===== config.mk =====
export PLATFORM = sky130hd
export DESIGN_NAME = emc_ctrl
export DESIGN_NICKNAME = d
export VERILOG_FILES = /design/src/logic/emc_pkg.sv /design/src/logic/emc_ctrl.sv /design/src/logic/emc_mapper.sv
export SDC_FILE = /design/constraint.sdc
export NUM_CORES = 2
export LEC_CHECK = 0
export ABC_AREA = 1
export BUFFER_PORTS_ARGS = -buffer_cell sky130_fd_sc_hd__clkbuf_2
export CORE_ASPECT_RATIO = 0.8
export CORE_MARGIN = 2
export CORE_UTILIZATION = 50
export DETAILED_ROUTE_END_ITERATION = 8
export GPL_ROUTABILITY_DRIVEN = 0
export PLACE_DENSITY_LB_ADDON = 0.12
export SLEW_MARGIN = 30
export SYNTH_ARGS = -nofsm -noshare
export SYNTH_HDL_FRONTEND = slang
export SYNTH_SLANG_ARGS = --single-unit

===== constraint.sdc =====
create_clock -name clk -period 6.66 [get_ports clk]
set_clock_uncertainty 0.1 [all_clocks]
set_input_delay 0.666 -clock clk [delete_from_list [all_inputs] [get_ports clk]]
set_output_delay 0.666 -clock clk [all_outputs]
set_load 0.01 [all_outputs]

===== src/logic/emc_pkg.sv =====
// shared constants for the emulation memory control block
package emc_pkg;
   // host command codes on the function lines
   localparam logic [2:0] FUNC_NONE = 3'h0;
   localparam logic [2:0] FUNC_LOAD_MAPPER = 3'h1;
   localparam logic [2:0] FUNC_LOAD_PAGER = 3'h2;
   localparam logic [2:0] FUNC_IDENT = 3'h3;
   // widths
   localparam int DATA_W = 16;
   localparam int MAP_AW = 8;
   localparam int MAP_DW = 9;
   localparam int PAGE_W = 6;
   // mapper entry fields, true-high in the stored entry
   localparam int MAP_USER_BIT = 0;
   localparam int MAP_ROM_BIT = 1;
   localparam int MAP_GUARD_BIT = 2;
   localparam int MAP_BANK_LSB = 3;
   // reset values
   localparam logic [2:0] FUNC_RESET = 3'h0;
   localparam logic [5:0] PAGE_RESET = 6'h00;
   localparam logic [8:0] MAP_ENTRY_RESET = 9'h000;
   // memory access time for one host transfer
   localparam int CLK_PERIOD_NS = 10;
   localparam int MEM_ACCESS_NS = 100;
   localparam int MEM_ACCESS_CYC = (MEM_ACCESS_NS + CLK_PERIOD_NS - 1) / CLK_PERIOD_NS;
   // host access sequencer, gray along the usual path
   typedef enum logic [1:0] {
      ST_IDLE = 2'b00,
      ST_WAIT = 2'b01,
      ST_XFER = 2'b11,
      ST_DONE = 2'b10
   } emc_state_type;
endpackage : emc_pkg


===== src/logic/emc_ctrl.sv =====
// emulation memory control: host access, mapper, pager, strobes, break
`timescale 1ns/1ns
// Function
// - drive break status low when this block caused the emulator break
// - one shared 16-bit active-low memory data bus for emulator and host
// - assert wait request while memory cannot finish; host holds off
// - power-on preset resets host access logic; active-high copy made
// - host read with load-pager selected drives host data bit 0 low
// - emulator write to ROM-mapped address raises a break
// - respond to host transfers only while card select is low
// - load-mapper plus host write stores data bits 0-8 into mapper
// - load-pager plus host write latches data bits 0-5 into page register
// - host strobe latches the function code that selects commands
// - start-memory with valid address latches a host access request
// - host upper-byte line chooses the byte-lane write strobes
// - mapper gives active-low user flag to data control and write-strobe logic
// - memory write line low for every memory write
// - lower-lane strobe low when lower 8 bits are used
// - access to guarded-mapped address raises a break
// - host identification request clears the break lines
// - host reaches memory only while emulator reports memory free
// - upper-lane strobe low when upper 8 bits are used
module emc_ctrl #(
   parameter int AW = emc_pkg::MAP_AW,
   parameter int DW = emc_pkg::DATA_W
) (
   // clock and reset
   input wire logic clk,
   input wire logic rst,
   // host bus control
   input wire logic power_on_preset_n,
   input wire logic card_select_n,
   input wire logic host_strobe_n,
   input wire logic [2:0] host_func,
   input wire logic host_write_n,
   input wire logic host_read_n,
   input wire logic start_memory_n,
   input wire logic host_upper_byte_n,
   input wire logic host_ident_n,
   input wire logic [AW-1:0] host_addr,
   // host data, three signals per pin
   input wire logic [DW-1:0] host_data_n_in,
   output logic [DW-1:0] host_data_n_out,
   output logic [DW-1:0] host_data_n_oe,
   output logic host_wait_request_n,
   output logic power_on_preset_hi,
   // emulator side
   input wire logic [AW-1:0] emu_addr,
   input wire logic [DW-1:0] emu_data_n,
   input wire logic emu_write_cycle_n,
   input wire logic emu_upper_byte_n,
   input wire logic memory_free_n,
   output logic emu_break_n,
   output logic mem_break_status_n,
   // memory bus
   input wire logic [DW-1:0] memory_data_n_in,
   output logic [DW-1:0] memory_data_n_out,
   output logic [DW-1:0] memory_data_n_oe,
   output logic [emc_pkg::PAGE_W-1:0] mem_page,
   output logic mem_write_n,
   output logic mem_write_lower_n,
   output logic mem_write_upper_n
);
   localparam int SW = 11 + 3 + 2 * AW + 3 * DW;
   localparam logic [3:0] XFER_LAST = 4'(emc_pkg::MEM_ACCESS_CYC - 1);

   // lane strobes, active low: upper when upper-byte low, else lower
   function automatic logic [1:0] lanes_n(input logic upper_n);
      lanes_n = upper_n ? 2'b10 : 2'b01;
   endfunction : lanes_n

   logic [SW-1:0] sync1_ff;
   logic [SW-1:0] sync2_ff;
   logic preset_s, sel_s, stb_s, wr_s, rd_s, stm_s, upb_s, id_s, ewr_s, eupb_s, free_s;
   logic [2:0] func_s;
   logic [AW-1:0] haddr_s, eaddr_s;
   logic [DW-1:0] hdata_s, edata_s, mdata_s;
   logic stb_prev_ff, wr_prev_ff, stm_prev_ff;
   logic [2:0] func_ff;
   logic [emc_pkg::PAGE_W-1:0] page_ff;
   logic break_ff;
   emc_pkg::emc_state_type state_ff;
   logic [3:0] xfer_cnt_ff;
   logic host_wr_op_ff;
   logic load_mapper_n, load_pager_n, break_reset_n;
   logic user_region_n, rom_region_n, guarded_region_n;
   logic [emc_pkg::PAGE_W-1:0] bank;
   logic wr_event, stm_event, brk_set, emu_mem_write;
   logic [1:0] host_lanes_n, emu_lanes_n;

   // every pin passes two flops before use
   always_ff @(posedge clk or posedge rst) begin
      if (rst) begin
         sync1_ff <= '1;
         sync2_ff <= '1;
      end else begin
         sync1_ff <= {power_on_preset_n, card_select_n, host_strobe_n, host_write_n,
                      host_read_n, start_memory_n, host_upper_byte_n, host_ident_n,
                      emu_write_cycle_n, emu_upper_byte_n, memory_free_n, host_func,
                      host_addr, emu_addr, host_data_n_in, emu_data_n, memory_data_n_in};
         sync2_ff <= sync1_ff;
      end
   end
   assign {preset_s, sel_s, stb_s, wr_s, rd_s, stm_s, upb_s, id_s, ewr_s, eupb_s, free_s,
           func_s, haddr_s, eaddr_s, hdata_s, edata_s, mdata_s} = sync2_ff;

   // edge history for the host strobes
   always_ff @(posedge clk or posedge rst) begin
      if (rst) begin
         stb_prev_ff <= 1'b1;
         wr_prev_ff <= 1'b1;
         stm_prev_ff <= 1'b1;
      end else begin
         stb_prev_ff <= stb_s;
         wr_prev_ff <= wr_s;
         stm_prev_ff <= stm_s;
      end
   end
   assign wr_event = !sel_s && wr_prev_ff && !wr_s;
   assign stm_event = !sel_s && stm_prev_ff && !stm_s;

   always_ff @(posedge clk or posedge rst) begin
      if (rst) begin
         power_on_preset_hi <= 1'b1;
      end else begin
         power_on_preset_hi <= !preset_s;
      end
   end

   // function selector, taken on the falling strobe edge
   always_ff @(posedge clk or posedge rst) begin
      if (rst) begin
         func_ff <= emc_pkg::FUNC_RESET;
      end else if (!preset_s) begin
         func_ff <= emc_pkg::FUNC_RESET;
      end else if (!sel_s && stb_prev_ff && !stb_s) begin
         func_ff <= func_s;
      end
   end
   assign load_mapper_n = !(func_ff == emc_pkg::FUNC_LOAD_MAPPER);
   assign load_pager_n = !(func_ff == emc_pkg::FUNC_LOAD_PAGER);
   assign break_reset_n = !(!sel_s && !id_s && func_ff == emc_pkg::FUNC_IDENT);

   // 16k pager; bus is low-true so stored inverted
   always_ff @(posedge clk or posedge rst) begin
      if (rst) begin
         page_ff <= emc_pkg::PAGE_RESET;
      end else if (!preset_s) begin
         page_ff <= emc_pkg::PAGE_RESET;
      end else if (wr_event && !load_pager_n) begin
         page_ff <= ~hdata_s[emc_pkg::PAGE_W-1:0];
      end
   end

   emc_mapper #(.AW(AW)) u_mapper (
      .clk(clk),
      .rst(rst),
      .wr_en(wr_event && !load_mapper_n),
      .wr_addr(haddr_s),
      .wr_data(~hdata_s[emc_pkg::MAP_DW-1:0]),
      .rd_addr(eaddr_s),
      .user_region_n(user_region_n),
      .rom_region_n(rom_region_n),
      .guarded_region_n(guarded_region_n),
      .bank_ff(bank)
   );

   // illegal access: sticky, set beats reset
   assign brk_set = free_s &&
                    ((!rom_region_n && !ewr_s) || !guarded_region_n);
   always_ff @(posedge clk or posedge rst) begin
      if (rst) begin
         break_ff <= 1'b0;
      end else if (brk_set) begin
         break_ff <= 1'b1;
      end else if (!break_reset_n) begin
         break_ff <= 1'b0;
      end
   end
   assign emu_break_n = !break_ff;
   assign mem_break_status_n = !break_ff;

   // host access sequencer; waits for the emulator to free memory
   always_ff @(posedge clk or posedge rst) begin
      if (rst) begin
         state_ff <= emc_pkg::ST_IDLE;
         xfer_cnt_ff <= 4'h0;
         host_wr_op_ff <= 1'b0;
      end else if (!preset_s) begin
         state_ff <= emc_pkg::ST_IDLE;
         xfer_cnt_ff <= 4'h0;
         host_wr_op_ff <= 1'b0;
      end else begin
         case (state_ff)
            emc_pkg::ST_IDLE: begin
               if (stm_event) begin
                  state_ff <= emc_pkg::ST_WAIT;
                  host_wr_op_ff <= !wr_s;
               end
            end
            emc_pkg::ST_WAIT: begin
               if (!free_s) begin
                  state_ff <= emc_pkg::ST_XFER;
                  xfer_cnt_ff <= 4'h0;
               end
            end
            emc_pkg::ST_XFER: begin
               if (xfer_cnt_ff == XFER_LAST) begin
                  state_ff <= emc_pkg::ST_DONE;
               end else begin
                  xfer_cnt_ff <= xfer_cnt_ff + 4'h1;
               end
            end
            default: begin
               if (stm_s) begin
                  state_ff <= emc_pkg::ST_IDLE;
               end
            end
         endcase
      end
   end
   assign host_wait_request_n = !(state_ff == emc_pkg::ST_WAIT ||
                                  state_ff == emc_pkg::ST_XFER);

   // host data drive: read data, or pager status bit
   always_ff @(posedge clk or posedge rst) begin
      if (rst) begin
         host_data_n_out <= '1;
         host_data_n_oe <= '0;
      end else if (sel_s || rd_s) begin
         host_data_n_oe <= '0;
      end else if (!load_pager_n) begin
         host_data_n_out <= {{(DW-1){1'b1}}, 1'b0};
         host_data_n_oe <= {{(DW-1){1'b0}}, 1'b1};
      end else if (state_ff == emc_pkg::ST_XFER && !host_wr_op_ff) begin
         host_data_n_out <= mdata_s;
         host_data_n_oe <= '1;
      end
   end

   // shared memory bus and strobes; emulator only in user space
   assign emu_mem_write = free_s && !ewr_s && !user_region_n && rom_region_n;
   assign host_lanes_n = lanes_n(upb_s);
   assign emu_lanes_n = lanes_n(eupb_s);
   always_ff @(posedge clk or posedge rst) begin
      if (rst) begin
         memory_data_n_out <= '1;
         memory_data_n_oe <= '0;
         mem_write_n <= 1'b1;
         mem_write_upper_n <= 1'b1;
         mem_write_lower_n <= 1'b1;
         mem_page <= emc_pkg::PAGE_RESET;
      end else if (state_ff == emc_pkg::ST_XFER) begin
         memory_data_n_out <= hdata_s;
         memory_data_n_oe <= {DW{host_wr_op_ff}};
         mem_write_n <= !host_wr_op_ff;
         mem_write_upper_n <= !host_wr_op_ff || host_lanes_n[1];
         mem_write_lower_n <= !host_wr_op_ff || host_lanes_n[0];
         mem_page <= page_ff;
      end else begin
         memory_data_n_out <= edata_s;
         memory_data_n_oe <= {DW{emu_mem_write}};
         mem_write_n <= !emu_mem_write;
         mem_write_upper_n <= !emu_mem_write || emu_lanes_n[1];
         mem_write_lower_n <= !emu_mem_write || emu_lanes_n[0];
         mem_page <= bank;
      end
   end

   AST_BREAK_ROM: assert property (@(posedge clk) disable iff (rst)
      (free_s && !rom_region_n && !ewr_s) |=> !emu_break_n)
      else $error("rom write did not break");
   AST_BREAK_GUARD: assert property (@(posedge clk) disable iff (rst)
      (free_s && !guarded_region_n) |=> (!emu_break_n && !mem_break_status_n))
      else $error("guarded access did not break");
   AST_BREAK_HOLD: assert property (@(posedge clk) disable iff (rst)
      (!mem_break_status_n && break_reset_n) |=> !mem_break_status_n)
      else $error("break released without reset");
   AST_BREAK_CLR: assert property (@(posedge clk) disable iff (rst)
      (!break_reset_n && !brk_set) |=> mem_break_status_n)
      else $error("break not cleared by ident");
   AST_PAGER: assert property (@(posedge clk) disable iff (rst)
      (wr_event && !load_pager_n && preset_s) |=> page_ff == ~$past(hdata_s[5:0]))
      else $error("pager not loaded");
   AST_LD0: assert property (@(posedge clk) disable iff (rst)
      (!sel_s && !rd_s && !load_pager_n) |=> (host_data_n_oe[0] && !host_data_n_out[0]))
      else $error("bit 0 not driven low");
   AST_WAIT: assert property (@(posedge clk) disable iff (rst)
      (stm_event && state_ff == emc_pkg::ST_IDLE && preset_s) |=> !host_wait_request_n)
      else $error("no wait request on start");
   AST_GRANT: assert property (@(posedge clk) disable iff (rst)
      (state_ff == emc_pkg::ST_WAIT && free_s) |=> state_ff != emc_pkg::ST_XFER)
      else $error("host granted while emulator busy");
   AST_NOSEL: assert property (@(posedge clk) disable iff (rst)
      sel_s |=> host_data_n_oe == '0)
      else $error("data driven while unselected");
   AST_PRESET: assert property (@(posedge clk) disable iff (rst)
      !preset_s |=> (state_ff == emc_pkg::ST_IDLE && power_on_preset_hi))
      else $error("preset not applied");
   AST_LANE: assert property (@(posedge clk) disable iff (rst)
      (!mem_write_lower_n || !mem_write_upper_n) |-> !mem_write_n)
      else $error("lane strobe without write");
endmodule : emc_ctrl


===== src/logic/emc_mapper.sv =====
// mapper ram: region flags and bank per emulator address block
`timescale 1ns/1ns
module emc_mapper #(
   parameter int AW = emc_pkg::MAP_AW
) (
   // clock and reset
   input wire logic clk,
   input wire logic rst,
   // host write port
   input wire logic wr_en,
   input wire logic [AW-1:0] wr_addr,
   input wire logic [emc_pkg::MAP_DW-1:0] wr_data,
   // emulator lookup
   input wire logic [AW-1:0] rd_addr,
   output logic user_region_n,
   output logic rom_region_n,
   output logic guarded_region_n,
   output logic [emc_pkg::PAGE_W-1:0] bank_ff
);
   logic [emc_pkg::MAP_DW-1:0] map_mem [0:(1<<AW)-1];
   logic [emc_pkg::MAP_DW-1:0] entry_ff;

   // array left unreset; software loads it before use
   always_ff @(posedge clk) begin
      if (wr_en) begin
         map_mem[wr_addr] <= wr_data;
      end
   end

   always_ff @(posedge clk or posedge rst) begin
      if (rst) begin
         entry_ff <= emc_pkg::MAP_ENTRY_RESET;
      end else begin
         entry_ff <= map_mem[rd_addr];
      end
   end

   assign user_region_n = ~entry_ff[emc_pkg::MAP_USER_BIT];
   assign rom_region_n = ~entry_ff[emc_pkg::MAP_ROM_BIT];
   assign guarded_region_n = ~entry_ff[emc_pkg::MAP_GUARD_BIT];
   assign bank_ff = entry_ff[emc_pkg::MAP_BANK_LSB +: emc_pkg::PAGE_W];
endmodule : emc_mapper


=== Yosys cells after proc, flatten, opt, wreduce, memory -nomap -nowiden ===
Memory sizes are Yosys's and may differ from the RTL's. A register that Yosys moved wholly into a read port is not among the register bits.
Cells that the tools add are included.

* Input bits: 80
* Memories kept: 1
* Memory bits (writable): 2304
* Word-level logic and storage cells: 118
* Register bits: 250

{| class="wikitable"
|+ Memories
! memory !! depth !! bits a word !! rd ports !! clocked after Yosys merged registers in !! wr ports !! line !! source
|-
| u_mapper.map_mem || 256 || 9 || 1 || 1 || 1 || emc_mapper.sv:20 || <nowiki>logic [emc_pkg::MAP_DW-1:0] map_mem [0:(1<<AW)-1];</nowiki>
|}

* Eq/ne operators: 16
* Muxes and demuxes: 34
* Bitwise operators: 4
* Add/sub/neg operators: 1
* Reductions and logical operators: 42

{| class="wikitable"
|+ Operator list
! operator !! number
|-
| two-way mux 16 bit || 7
|-
| two-way mux 6 bit || 3
|-
| logical AND 1 bit || 16
|-
| two-way mux 2 bit || 7
|-
| two-way mux 4 bit || 3
|-
| != test 3 bit (second input constant) || 4
|-
| logical NOT 1 bit || 11
|-
| two-way mux 1 bit || 10
|-
| NOT 9 bit || 1
|-
| != test 2 x 1 -> 1 bit (second input constant) || 4
|-
| one-hot mux 4 bit (2 select lines) || 1
|-
| logical OR 1 bit || 7
|-
| equality test 3 x 2 -> 1 bit (second input constant) || 2
|-
| two-way mux 3 bit || 2
|-
| NOT 6 bit || 1
|-
| one-hot mux 2 bit (3 select lines) || 1
|-
| != test 5 x 2 -> 1 bit (second input constant) || 1
|-
| adder 4 x 1 -> 4 bit (second input constant) || 1
|-
| equality test 4 bit (second input constant) || 1
|-
| AND reduction 2 bit || 2
|-
| AND reduction 4 bit || 1
|-
| nonzero test 2 bit || 2
|-
| equality test 3 x 1 -> 1 bit (second input constant) || 1
|-
| != test 3 x 1 -> 1 bit (second input constant) || 1
|-
| other kinds (6) || 7
|}

=== Logic depth before layout (Yosys ltp) ===
* Word-level depth: 7
* Mapped depth: 15

=== By module ===
A second synthesis with hierarchy kept.

* Cell total of the unflattened synthesis: 8326
* Area, all modules: 100740.4 µm²

{| class="wikitable"
|+ By module, submodules not included
! module !! instances !! cells each !! area each (µm²) !! seq. area each (µm²)
|-
| emc_mapper || 1 || 7836 || 93574.7 || 69411.6
|-
| emc_ctrl || 1 || 490 || 7165.6 || 5774.3
|}

=== Least setup slack after synthesis ===
OpenSTA, ideal clock, no wires.

* Path kind: reg-to-reg
* Start: register sync2_ff[32]
* End: memory u_mapper.map_mem[0][0] (netlist bit), data pin
* Path slack: 2.697 ns
* Setup time: 0.774 ns
* Data required time: 5.786 ns
* Cell stages (with the launch flop): 2
* Arrival time: 3.089 ns
* Cells stage by stage: dfstp_2 inv_1

* Cells in the longest elaborated chain, start to end: 1

{| class="wikitable"
|+ RTL lines
! what !! line !! source
|-
| from (decl) || emc_ctrl.sv:73 || <nowiki>logic [SW-1:0] sync2_ff;</nowiki>
|-
| from (signal assigned) || emc_ctrl.sv:101 || <nowiki>sync2_ff <= sync1_ff;</nowiki>
|-
| NOT 9 bit || emc_ctrl.sv:160 || <nowiki>.wr_data(~hdata_s[emc_pkg::MAP_DW-1:0]),</nowiki>
|-
| via u_mapper.wr_data, one bit || emc_mapper.sv:12 || <nowiki>input wire logic [emc_pkg::MAP_DW-1:0] wr_data,</nowiki>
|-
| to (decl) || emc_mapper.sv:20 ||
|}

The timed path passes the listed nets, and every way through them passes these cells.

==> run summary <==
Cts bufs inserted = 234
Worst Hold Class = flop to flop
Die height = 404.7 um
Horiz. Die Dim = 504.9 um
Number of global-route vias before repair = 61814
Global-route wire length before repair = 418600 um
Slew at the pin closest to its max-slew limit = 1.132 ns
# H-tree levels = 4
Data required time of the critical path = 7.30 ns
Unique masters post-synth = 31
Cell area power density = 298.6 nW/um^2
Max-cap violations = 0
Number of nets in the synthesized netlist = 8309
Total setup buffers inserted after CTS = 0
Drt first pass iters = 6
Buffer type at the clock tree root = sky130_fd_sc_hd__clkbuf_16
Multi-input gate area = 22110 um^2
Boundary Pins = 157
Average instance area after synthesis = 12.20 um^2
Final-layout setup total negative slack = 0 ns
Count of mapped cells out of synthesis = 8227
Static Leakage = 38.97 nW
Core region area = 200100 um^2
Post-Synthesis Cell Area = 100400 um^2
Routed vias/inst = 5.874
HPWL after detailed placement = 159600 um
Ratio of cells with drive above 1 in the final layout = 0.09479
Maximum clock path buffer count = 3
Insertion delay of the later-clocked pin in the worst-skew pair = 0.86 ns
Worst max-slew margin expressed relative to the limit = 0.2422
Worst ir drop on vdd = 212.7 uV
Post-CTS Resized = 0
Final Slew Violations = 0
Drt drc = 0
Total detailed-routing wirelength = 286000 um
Maximum number of pins on one net before global-route repair = 217
Worst setup path category = flop to flop
Upper clock frequency limit = 248.6 MHz
Unrepaired setup endpoints after global routing = false
Crit path capture type = flop
Register bit count reported by yosys = 2534
Antenna violations before repair = 11
Fillers = 16683
Number of buffers added on ports = 156
Standard-cell row count = 147
Count of endpoints failing setup in the final report = 0
Number of nets at the end of the flow = 8291
Post-DP Area = 102700 um^2
Register area = 75200 um^2
Final cell area excluding filler cells = 111000 um^2
Aggregate global routing overflow = 0
Number of buffers inserted for hold repair after clock tree synthesis = 79
Vias after detailed routing = 65158
Post-route clock period utilization = 0.6040
Clock-pin slew on the worst setup and hold paths = 0.06 ns
Clock tree from TritonCTS = done
Iteration-0 DRC Markers = 9034
Initial Util = 0.5015
Clock period minus worst slack = 4.023 ns
Fraction of the yosys area taken by sequential cells = 0.7492
Combined global-route utilization of all metal layers = 0.2763
Layout-stage area growth over the synthesis result = 10.63%
Clock sinks = 2534
Syn. warnings = 0
Full die area = 204300 um^2
Routed length per placed instance = 25.78 um
Post-Layout Cell Count = 11092
Highest fanout seen on the critical path = 213
Final number of hold-violating endpoints = 0
Number of cells in the design after placement = 10574
Result of the run = finished clean
Sort of element at the start of the critical path = flop
Util after Layout = 0.5548
CP Data Arrival Time = 4.66 ns
Antenna violation net count after detailed routing = 0
[sequential cells by signal, summed over array words and instances, names as in the netlist]
register,cells
u_mapper.map_mem,2304
sync1_ff,78
sync2_ff,78
host_data_n_out,16
memory_data_n_out,16
u_mapper.entry_ff,9
mem_page,6
page_ff,6
xfer_cnt_ff,4
func_ff,3
host_data_n_oe,2
state_ff,2
break_ff,1
host_wr_op_ff,1
mem_write_lower_n,1
mem_write_n,1
mem_write_upper_n,1
memory_data_n_oe,1
power_on_preset_hi,1
stb_prev_ff,1
stm_prev_ff,1
wr_prev_ff,1
[per-stage QoR]
step                      hold slack (ns)  power (mW)  worst slack [ns]
after floorplan                    0.2452       19.36             2.697
after CTS                          0.2538       33.26             2.653
after global routing               0.2576       34.09             2.428
after detailed placement           0.2468       20.19             2.666
final                              0.2556       33.16             2.637
after global placement             0.2455       20.17             2.666
[metal layers]
layer | track usage | share of wire | vias to the layer above
met5 | 0 | 0.00024 | -
met4 | 0.07348 | 0.025 | 10
met3 | 0.06019 | 0.10 | 399
met2 | 0.4111 | 0.45 | 3289
met1 | 0.4132 | 0.43 | 32360
li1 | - | - | 29100
[cells in the mapped netlist (all sizes together)]
cell | number | area [um^2]
ha | 2 | 25.02
clkbuf | 97 | 364.1
o21ai | 27 | 135.1
a32oi | 1 | 8.760
clkinv | 4 | 16.26
dfstp | 195 | 5124
a21o | 1 | 7.510
o22a | 16 | 140.1
a211oi | 1 | 7.510
a21oi | 3 | 15.01
a22o | 1 | 8.760
inv | 52 | 197.7
buf | 476 | 2529
o41ai | 2 | 17.52
xor2 | 2 | 17.52
nand3 | 2277 | 11400
nand4 | 3 | 18.77
nand2 | 2436 | 9144
nor4 | 1 | 6.260
nor3 | 8 | 40.04
dfrtp | 35 | 875.8
o22ai | 6 | 37.54
nor2 | 276 | 1036
nand3b | 1 | 7.510
edfxtp | 2304 | 69190
[area by class of cell]
type	instances	share of cell area
flip-flops and latches	2534	0.6773
multi-input cells	5064	0.1992
clock buffers	315	0.05803
well taps	2682	0.03022
repair buffers	319	0.02301
clock inverters	120	0.009229
inverters	56	0.002941
diodes	2	0.00004508
[cell families after synthesis]
group                    synth area share
AND/OR/NAND/NOR                    0.2157
flip-flops                         0.7492
buffers and inverters             0.03096
AO/OA/AOI/OAI                    0.003765
XOR/XNOR                        0.0001746
adder cells (fa/ha/maj)         0.0002493
[worst max-delay path, cell delays in order (launching register included)]
cell and delay, ns:
sky130_fd_sc_hd__dfstp_4 0.98, sky130_fd_sc_hd__inv_16 0.32, sky130_fd_sc_hd__buf_12 0.46, sky130_fd_sc_hd__nand2_1 0.15, sky130_fd_sc_hd__nand3_1 0.14, sky130_fd_sc_hd__nand3_1 0.16
sky130_fd_sc_hd__nand3_1 0.08, sky130_fd_sc_hd__nand3_1 0.20, sky130_fd_sc_hd__nand3_1 0.31, sky130_fd_sc_hd__nand3_1 0.34, sky130_fd_sc_hd__nand2_1 0.11, sky130_fd_sc_hd__nand2_1 0.07
sky130_fd_sc_hd__nand2_1 0.08
[power by group]
| part | internal (mW) | switching, mW | leakage, nW | total, mW |
|---|---|---|---|---|
| Combinational | 0.574 | 1.62 | 12.1 | 2.19 |
| Sequential | 17.6 | 0.147 | 23.2 | 17.7 |
| Clock | 7.37 | 5.86 | 3.65 | 13.2 |
[path summary, 6_finish.rpt]
check                      cells past startpoint  slack [ns]              startpoint                              to
setup / recovery                              12        2.64  sync2_ff[48]$_DFF_PP1_  u_mapper.entry_ff[8]$_DFF_PP0_
hold / removal                                 0        0.26  sync1_ff[70]$_DFF_PP1_          sync2_ff[70]$_DFF_PP1_
setup reg to reg                              12        2.64  sync2_ff[48]$_DFF_PP1_  u_mapper.entry_ff[8]$_DFF_PP0_
hold reg to reg                                0        0.26  sync1_ff[70]$_DFF_PP1_          sync2_ff[70]$_DFF_PP1_
max in group asynchronous                      5        4.71                     rst  host_data_n_out[8]$_DFFE_PP1P_
min in group asynchronous                      3        0.42                     rst      xfer_cnt_ff[1]$_DFFE_PP0P_
[cells in the final DEF (no fill, tap or decap), drive strengths merged, types with 27 or more instances in the layout]
cell | Yosys | layout
dfrtp | 35 | 35
o21ai | 27 | 27
nand2 | 2436 | 2436
dlygate4sd3 | 0 | 79
clkinv | 4 | 91
dfstp | 195 | 195
nor2 | 276 | 276
clkbuf | 97 | 471
buf | 476 | 84
inv | 52 | 62
edfxtp | 2304 | 2304
nand3 | 2277 | 2277
No activity file was read; power rests on OpenSTA's default activity.
